==> src/inc/pir_map.svh <==
// command codes, byte counts, field positions and reset values of the identity bank
`ifndef PIR_MAP_SVH
`define PIR_MAP_SVH
`define PIR_CMD_MODEL 8'h9A
`define PIR_CMD_MAKER_REV 8'h9B
`define PIR_CMD_IC_ID 8'hAD
`define PIR_CMD_SI_REV 8'hAE
`define PIR_LEN_MODEL 8'h04
`define PIR_LEN_MAKER_REV 8'h01
`define PIR_LEN_IC_ID 8'h06
`define PIR_LEN_SI_REV 8'h01
`define PIR_LEN_NONE 8'h00
`define PIR_REV_DEV_MSB 3
`define PIR_REV_DEV_LSB 0
`define PIR_REV_PS_MSB 6
`define PIR_REV_PS_LSB 4
`define PIR_REV_UNUSED_BIT 7
`define PIR_MAKER_REV_RESET 8'h00
`define PIR_PAST_END_BYTE 8'hFF
`endif

==> src/inc/pir_pkg.sv <==
// types shared by the identity bank and its pmbus byte engine
package pir_pkg;
	typedef enum logic [1:0] {PIR_IDLE, PIR_READ, PIR_WRITE, PIR_DROP} pir_state_t;
	typedef struct packed {
		logic start;
		logic is_read;
		logic [7:0] code;
	} pir_cmd_t;
	typedef struct packed {
		logic stb;
		logic [7:0] data;
	} pir_byte_t;
endpackage

==> src/rtl/pir_identity.sv <==
// pmbus identification and revision command bank
`timescale 1ns/100ps
`include "pir_map.svh"

module pir_identity
	import pir_pkg::*;
#(
	parameter logic [23:0] PART_DIGITS = 24'h123456, // six part number digits, first in top nibble
	parameter logic [7:0] PART_EXT = 8'h00, // part number extension code
	parameter logic [15:0] MAKER_CODE = 16'h4241, // arbitrary ascii code, low byte sent first
	parameter int DEVICE_REV = 0 // silicon revision count
)
(
	input wire logic SYS_CLK, // 40 MHz clock
	input wire logic RSTN, // asynchronous reset, active low
	input wire pir_cmd_t CMD, // command start from the pmbus byte engine
	input wire pir_byte_t WR, // written byte, count byte first
	input wire logic RD_REQ, // request for the next read byte, count byte first
	input wire logic CMD_END, // stop condition, closes the transaction
	input wire logic [7:0] NVM_REV, // maker revision as held in non-volatile memory
	input wire logic [2:0] PS_DIE_ID, // power stage die identifier, from the other die
	output pir_byte_t RD, // read byte answer
	output logic UNSUP, // pulse: unsupported command or bad write
	output logic NVM_STORE, // pulse: store NVM_DATA into non-volatile memory
	output logic [7:0] NVM_DATA // maker revision value to store
);
	generate
		if (DEVICE_REV < 0 || DEVICE_REV > 15)
		begin : g_bad_rev
			$error("DEVICE_REV must fit four bits");
		end
	endgenerate

	localparam logic [3:0] DEV_REV4 = 4'(DEVICE_REV);
	localparam logic [31:0] MODEL_WORD = {PART_EXT, PART_DIGITS[7:0], PART_DIGITS[15:8],
		PART_DIGITS[23:16]};
	localparam logic [47:0] ID_BLOCK = {MODEL_WORD, MAKER_CODE};

	logic rst_meta;
	logic rst_n;
	logic [2:0] ps_meta;
	logic [2:0] ps_sync;
	logic nvm_loaded;
	logic [7:0] maker_rev;
	logic [7:0] next_maker_rev;
	logic next_nvm_loaded;
	pir_state_t state;
	pir_state_t next_state;
	logic [7:0] code;
	logic [7:0] next_code;
	logic [2:0] idx;
	logic [2:0] next_idx;
	logic [7:0] wr_count;
	logic [7:0] next_wr_count;
	logic [7:0] wr_data;
	logic [7:0] next_wr_data;
	pir_byte_t next_rd;
	logic next_unsup;
	logic next_store;
	logic [7:0] next_nvm_data;
	logic [7:0] si_rev;

	always_ff @(posedge SYS_CLK or negedge RSTN)
	begin
		if (!RSTN)
		begin
			rst_meta <= 1'b0;
			rst_n <= 1'b0;
		end
		else
		begin
			rst_meta <= 1'b1;
			rst_n <= rst_meta;
		end
	end

	// the stage version comes off another die, so it is synchronised like a pin
	always_ff @(posedge SYS_CLK or negedge rst_n)
	begin
		if (!rst_n)
		begin
			ps_meta <= 3'h0;
			ps_sync <= 3'h0;
		end
		else
		begin
			ps_meta <= PS_DIE_ID;
			ps_sync <= ps_meta;
		end
	end

	always_comb
	begin
		si_rev = 8'h00;
		si_rev[`PIR_REV_UNUSED_BIT] = 1'b0;
		si_rev[`PIR_REV_PS_MSB:`PIR_REV_PS_LSB] = ps_sync;
		si_rev[`PIR_REV_DEV_MSB:`PIR_REV_DEV_LSB] = DEV_REV4;
	end

	function automatic logic [7:0] len_of(input logic [7:0] c);
		if (c == `PIR_CMD_MODEL)
			len_of = `PIR_LEN_MODEL;
		else if (c == `PIR_CMD_MAKER_REV)
			len_of = `PIR_LEN_MAKER_REV;
		else if (c == `PIR_CMD_IC_ID)
			len_of = `PIR_LEN_IC_ID;
		else if (c == `PIR_CMD_SI_REV)
			len_of = `PIR_LEN_SI_REV;
		else
			len_of = `PIR_LEN_NONE;
	endfunction

	// byte n of the block, index 0 being the byte count
	function automatic logic [7:0] byte_of(input logic [7:0] c, input logic [2:0] n,
		input logic [7:0] rev, input logic [7:0] srev);
		logic [2:0] k;
		k = n - 3'h1;
		if (n == 3'h0)
			byte_of = len_of(c);
		else if ({5'h00, n} > len_of(c))
			byte_of = `PIR_PAST_END_BYTE;
		else if (c == `PIR_CMD_MODEL)
			byte_of = MODEL_WORD[k[1:0] * 8 +: 8];
		else if (c == `PIR_CMD_IC_ID)
			byte_of = ID_BLOCK[k * 8 +: 8];
		else if (c == `PIR_CMD_MAKER_REV)
			byte_of = rev;
		else
			byte_of = srev;
	endfunction

	always_comb
	begin
		next_state = state;
		next_code = code;
		next_idx = idx;
		next_wr_count = wr_count;
		next_wr_data = wr_data;
		next_rd.stb = 1'b0;
		next_rd.data = RD.data;
		next_unsup = 1'b0;
		next_store = 1'b0;
		next_nvm_data = NVM_DATA;
		next_maker_rev = maker_rev;
		next_nvm_loaded = 1'b1;
		if (!nvm_loaded)
			next_maker_rev = NVM_REV;
		if (CMD.start)
		begin
			next_code = CMD.code;
			next_idx = 3'h0;
			next_wr_count = 8'h00;
			if (len_of(CMD.code) == `PIR_LEN_NONE)
			begin
				next_state = PIR_DROP;
				next_unsup = 1'b1;
			end
			else if (CMD.is_read)
				next_state = PIR_READ;
			else if (CMD.code == `PIR_CMD_MAKER_REV)
				next_state = PIR_WRITE;
			else
			begin
				next_state = PIR_DROP;
				next_unsup = 1'b1;
			end
		end
		else
		begin
			case (state)
				PIR_READ:
				begin
					if (RD_REQ)
					begin
						next_rd.stb = 1'b1;
						next_rd.data = byte_of(code, idx, maker_rev, si_rev);
						if (idx != 3'h7)
							next_idx = idx + 3'h1;
					end
					if (CMD_END)
						next_state = PIR_IDLE;
				end
				PIR_WRITE:
				begin
					if (WR.stb)
					begin
						if (idx == 3'h0)
							next_wr_count = WR.data;
						else if (idx == 3'h1)
							next_wr_data = WR.data;
						if (idx != 3'h7)
							next_idx = idx + 3'h1;
					end
					// only a complete one-byte block commits, anything else is refused
					if (CMD_END)
					begin
						next_state = PIR_IDLE;
						if (idx == 3'h2 && wr_count == `PIR_LEN_MAKER_REV)
						begin
							next_maker_rev = wr_data;
							next_nvm_data = wr_data;
							next_store = 1'b1;
						end
						else
							next_unsup = 1'b1;
					end
				end
				PIR_DROP:
				begin
					if (CMD_END)
						next_state = PIR_IDLE;
				end
				default:
				begin
					next_state = PIR_IDLE;
				end
			endcase
		end
	end

	always_ff @(posedge SYS_CLK or negedge rst_n)
	begin
		if (!rst_n)
		begin
			state <= PIR_IDLE;
			code <= 8'h00;
			idx <= 3'h0;
			wr_count <= 8'h00;
			wr_data <= 8'h00;
			RD <= '0;
			UNSUP <= 1'b0;
			NVM_STORE <= 1'b0;
			NVM_DATA <= `PIR_MAKER_REV_RESET;
			maker_rev <= `PIR_MAKER_REV_RESET;
			nvm_loaded <= 1'b0;
		end
		else
		begin
			state <= next_state;
			code <= next_code;
			idx <= next_idx;
			wr_count <= next_wr_count;
			wr_data <= next_wr_data;
			RD <= next_rd;
			UNSUP <= next_unsup;
			NVM_STORE <= next_store;
			NVM_DATA <= next_nvm_data;
			maker_rev <= next_maker_rev;
			nvm_loaded <= next_nvm_loaded;
		end
	end
endmodule

==> config.mk <==
export PLATFORM = sky130hd
export DESIGN_NAME = pir_identity
export DESIGN_NICKNAME = d
export VERILOG_FILES = /design/src/inc/pir_pkg.sv /design/src/rtl/pir_identity.sv
export VERILOG_INCLUDE_DIRS = /design/src /design/src/inc
export SDC_FILE = /design/constraint.sdc
export NUM_CORES = 1
export LEC_CHECK = 0
export BUFFER_PORTS_ARGS = -buffer_cell sky130_fd_sc_hd__buf_4
export CORE_MARGIN = 4
export CORE_UTILIZATION = 50
export DETAILED_ROUTE_END_ITERATION = 6
export GPL_TIMING_DRIVEN = 0
export PLACE_DENSITY_LB_ADDON = 0.3
export RECOVER_POWER = 50
export SYNTH_ARGS = -nofsm -noshare
export SYNTH_HDL_FRONTEND = slang
export SYNTH_SLANG_ARGS = --single-unit
==> constraint.sdc <==
create_clock -name SYS_CLK -period 2 [get_ports SYS_CLK]
set_clock_uncertainty 0.1 [all_clocks]
set_input_delay 0.1 -clock SYS_CLK [delete_from_list [all_inputs] [get_ports SYS_CLK]]
set_output_delay 0.1 -clock SYS_CLK [all_outputs]
set_load 0.02 [all_outputs]
# == Yosys cells after proc, flatten, opt, wreduce, memory -nomap -nowiden ==
# Cells that the tools add are included.
# word_totals
ramBits,0
mem_bits_ro,0
latchBits,0
regBits,65
mem_count,0
input_bits,34
# op_classes
mul,0
n_eq_ne,18
div_mod_pow,0
reduce_logical,13
bitwise,2
mux,52
order_cmp,1
addsub,2
n_shift,2
# op_table
cell,count
$mux W8,20
$eq A8 B8 Y1 const B,8
$shiftx A48 B7 Y8 const A,1
$shiftx A32 B6 Y8 const A,1
$mux W3,9
$mux W9,3
$mux W1,14
$mux W2,5
$ne A3 B3 Y1 const B,3
$reduce_and A3 Y1,3
$eq A8 B1 Y1 const B,1
$gt A3 B8 Y1,1
$logic_not A8 Y1,1
$pmux W3 S2,1
$reduce_bool A2 Y1,3
$reduce_and A5 Y1,1
$eq A2 B2 Y1 const B,2
$reduce_and A4 Y1,1
$add A3 B1 Y3 const B,1
$eq A3 B1 Y1 const B,1
$eq A3 B2 Y1 const B,1
$logic_not A3 Y1,1
$ne A3 B1 Y1 const B,1
$reduce_bool A3 Y1,1
5 further kinds,6

# == Logic depth before layout (Yosys ltp) ==
# logic_depth
word_depth,15
depth_mapped,10
mapped_depth_nobuf,10

# == Worst setup path after synthesis ==
# OpenSTA, ideal clock, no wires.
# synth_path
path_kind,reg-to-reg
start,register code[4]
end,register RD[6] (netlist name)
period_less_slack_ns,2.343
path_stages_with_launch,10
t_required_ns,1.774
path_buffers,0
slack_ns,-0.343
arrival_time_ns,2.118
path_cell_list,dfrtp_1 -> nand3b_1 -> nor3_1 -> inv_1 -> ha_1 -> nor2b_1 -> o21a_1 -> o21ai_0 -> a21oi_1 -> a221o_1
# synth_between
elab_chain_cells,12
# synth_lines
item,line_no,rtl
from (decl),pir_identity.sv:49,logic [7:0] code;
from (signal assigned),pir_identity.sv:240,code <= next_code;
$eq A8 B8 Y1 (no line),--,
$mux W1,pir_identity.sv:107,else if (c == `PIR_CMD_SI_REV)
$mux W3,pir_identity.sv:105,else if (c == `PIR_CMD_IC_ID)
$mux W3,pir_identity.sv:103,else if (c == `PIR_CMD_MAKER_REV)
$mux W8,pir_identity.sv:101,if (c == `PIR_CMD_MODEL)
$mux W8,pir_identity.sv:118,if (n == 3'h0)
$mux W8,pir_identity.sv:173,if (RD_REQ)
$mux W8,pir_identity.sv:170,case (state)
$mux W8,pir_identity.sv:148,if (CMD.start)
$gt A3 B8 Y1,pir_identity.sv:120,"else if ({5'h00, n} > len_of(c))"
$mux W8 (*),pir_identity.sv:120,
$mux W8 (*),pir_identity.sv:118,
to (signal assigned),pir_identity.sv:244,RD <= next_rd;
to (decl),pir_identity.sv:22,"output pir_byte_t RD,"
# Every way passes the cells marked *; elsewhere a longest branch is shown, timed or not. The select of a mux whose other input is x is not followed.
# A chain may end at the register's enable or synchronous reset.

# == Worst setup path after layout ==
# layout_path
start,register code[6]
end,register RD[6] (netlist name)
# The elaborated chain is that of the path after synthesis.

==> impl_metrics.yaml <==
detailed_routing:
  wl_per_cell_microns: 16.7
  wl_met3_microns: 562
  drt_iter0_drc: 145
  ant_nets: 0
  wl_met2_microns: 4060
  maxUsedRoutingLayer: "met4"
  drcViolationCount: 0
  dr_total_vias: 2615
  vias_per_cell: 5.49
  wl_met1_microns: 3200
  first_pass_iters: 4
  finalWirelength_microns: 7970
sta:
  fin_tns_setup_ns: -2.33
  drv_slew: 0
  whs_ns: 0.0456
  tightest_slew_ns: 1.33
  hold_viol: 0
  setup_viol: 14
  layout_min_cycle_time_ns: 2.30
  max_slew_margin_pct: 11.1
  fin_ws_ns: -0.303
  fmax_ghz: 0.434
  timing.final.crit_share_pct: 115
  rsz0062_at_grt: "true"
power_and_ir_drop:
  p_leak_nw: 2.01
  p_int_w: 0.00242
  powerDensity_nw_per_um2: 761
  sw_frac_of_total_pct: 27.8
  p_clk_share_pct: 36.6
  power_frac_seq_pct: 45.8
  power.switching_w: 0.000931
  comb_power_share_pct: 17.6
  ir_worst_vdd_mv: 0.711
clocking:
  h-tree-depth: 3
  clk_latency_ns: 0.33
  cts-root-buf: "clkbuf_8"
  max-clock-path-buffers: 2
  path_clk_slew_ns: 0.07
  cts_tree: "done"
  cts_sinks: 65
  cts_inserted_buffers: 9
yosys:
  synth.distinct_cells: 51
  netlist_instances: 286
  ys_ff_latch: 65
  syn_area_sq_um: 3110
  synth-async-reset-ratio_pct: 100
  ys_seq_area_share_pct: 52.3
  synth_top_flop_cell: "dfrtp_1"
  synth_edf_count: 0
  avgSynthCellArea_sq_um: 10.9
  synth_warnings: 0
flow_run:
  maxCapViolCount: 0
global_routing:
  grt_pass1_vias: 2725
  gr-total-overflow: 0
  antenna_found_initial: 0
  grt_max_degree: 64
  track_usage_pct: 22.8
  grt_pass1_wl_microns: 13300
worst_setup_path:
  crit_path_start: "code[6]"
  critPathMaxFanout: 2
  crit_type: "reg -> reg"
  crit_arrival_ns: 2.43
  timing.rr.start: "code[6]"
  cp.required_ns: 2.12
  endpoint_kind: "flip-flop"
  start_kind: "flip-flop"
die:
  die_w_microns: 86.9
  coreArea_sq_um: 5990
  boundaryPins: 53
  fp.dieH_microns: 86.9
  dieArea_sq_um: 7550
  start_util_pct: 51.9
  rows: 28
run_status:
  run_status: "finished, violations left"
  violations: "setup timing"
cells_and_area:
  post-route-util_pct: 73.5
  finalInstanceArea_sq_um: 4400
  drive_gt1_share_pct: 31.9
  area_delta_synth_final_pct: 41.5
  diodes: 0
  nets: 441
  finalNonFillerCells: 476
placement:
  portBuffers: 51
  gp_congestion: 0.826
  hpwl_microns: 5080
  placed_cell_area_sq_um: 3620
  placed_cells: 413
worst_hold_path:
  holdCritStartpoint: "CMD[2]"
  min_path_type: "in -> reg"
cells by family (layout without fill, tap and decap cells):
| group | after synthesis | in the layout | synth area share (%) |
|---|---|---|---|
| flip-flops | 65 | 65 | 52.3 |
| other | 1 | 2 | 0.121 |
| AO/OA/AOI/OAI | 58 | 58 | 11.8 |
| multiplexers | 36 | 36 | 12.2 |
| adder cells (fa/ha/maj) | 11 | 11 | 4.42 |
| XOR/XNOR | 1 | 1 | 0.282 |
| buffers and inverters | 28 | 142 | 4.10 |
| AND/OR/NAND/NOR | 86 | 86 | 14.8 |
per-stage QoR:
step	setup slack [ns]	power, W
5_1_grt	-0.426	0.00351
2_1_floorplan	-0.190	0.00184
6_report	-0.303	0.00335
3_5_place_dp	-0.472	0.00205
3_3_place_gp	-0.438	0.00203
4_1_cts	-0.277	0.00336
flip-flops by register name (all words and copies together) (netlist names):
name and count:
RD 9, NVM_DATA 8, code 8, maker_rev 8, wr_count 8, wr_data 8, idx 3, ps_meta 3
ps_sync 3, state 2, NVM_STORE 1, UNSUP 1, nvm_loaded 1, rst_meta 1, rst_n 1
placed cells by master, fill, tap and decap left out, types with 7 or more instances in the layout:
| cell | n |
|---|---|
| o21ai_1 | 10 |
| a21oi_1 | 8 |
| dfrtp_1 | 61 |
| ha_1 | 9 |
| mux2_2 | 16 |
| mux2i_1 | 20 |
| nand3_1 | 8 |
| nor2_1 | 21 |
| o21ai_2 | 7 |
| clkbuf_1 | 23 |
| buf_6 | 9 |
| buf_4 | 39 |
| nand2_1 | 18 |
| clkbuf_8 | 9 |
| dlygate4sd3_1 | 32 |
| inv_1 | 13 |
| o21ai_0 | 8 |
path summary, 6_finish.rpt:
| path | end | depth (start not counted) | slack (ns) |
|---|---|---|---|
| setup reg to reg | RD[6] | 9 | -0.30 |
| hold reg to reg | ps_sync[2] | 0 | 0.25 |
| max in group asynchronous | idx[1] | 0 | 0.42 |
| hold / removal | state[0] | 4 | 0.05 |
| min in group asynchronous | wr_count[6] | 0 | 0.48 |
| setup / recovery | RD[6] | 9 | -0.30 |
Yosys cell counts, types with 3 or more instances:
master,count,share of area [%]
dfrtp_1,65,52
nand2_1,24,2.9
nor2_1,24,2.9
o21ai_0,24,3.9
mux2i_1,20,6.4
mux2_2,16,5.8
inv_1,15,1.8
ha_1,11,4.4
a21oi_1,10,1.6
nand3_1,9,1.4
a31oi_1,4,0.80
nand2b_1,4,0.80
buf_1,3,0.36
buf_2,3,0.48
buf_4,3,0.72
nand3b_1,3,0.72
nor2b_1,3,0.60
nor3_1,3,0.48
layout make-up:
| class | instances | area [sq um] |
|---|---|---|
| sequential | 65 | 1630 |
| fill | 417 | 1590 |
| multi-input combinational | 194 | 1550 |
| timing repair buffer | 98 | 763 |
| clock buffer | 10 | 128 |
| tap | 75 | 93.8 |
| clock inverter | 6 | 92.6 |
| buffer | 11 | 76.3 |
| inverter | 17 | 66.3 |
per-layer routing:
metal  track usage (%)  vias up
met5                 0        -
met4              7.65        0
met3              7.10       13
met2              37.4      107
met1              28.5     1254
li1                  -     1241
what timing repair did:
item	CTS	global route
setup buffers	11	2
endpoints found under the hold margin	39	0
setup endpoints to repair	34	42
hold buffers	32	0
pin swaps	16	9
cloned	2	0
resized for setup	54	15
power groups by stage:
| stage | Clock [W] | Sequential (W) | Combinational, W |
|---|---|---|---|
| 6_report | 0.00123 | 0.00153 | 0.000588 |
| 5_1_grt | 0.00132 | 0.00155 | 0.000642 |
| 4_1_cts | 0.00125 | 0.00154 | 0.000582 |
| 3_5_place_dp | 0 | 0.00156 | 0.000489 |
| 3_3_place_gp | 0 | 0.00155 | 0.000478 |
| 2_1_floorplan | 0 | 0.00157 | 0.000262 |
critical path, cell delays in order, from the launching register on:
cell and delay, ns:
dfrtp_1 0.39, nand4b_1 0.29, nor3_4 0.29, inv_2 0.09, ha_4 0.22, nor2b_1 0.12
o21a_1 0.20, o21ai_1 0.14, a21oi_1 0.08, a221o_1 0.27
No activity file was read; power rests on OpenSTA's default activity.
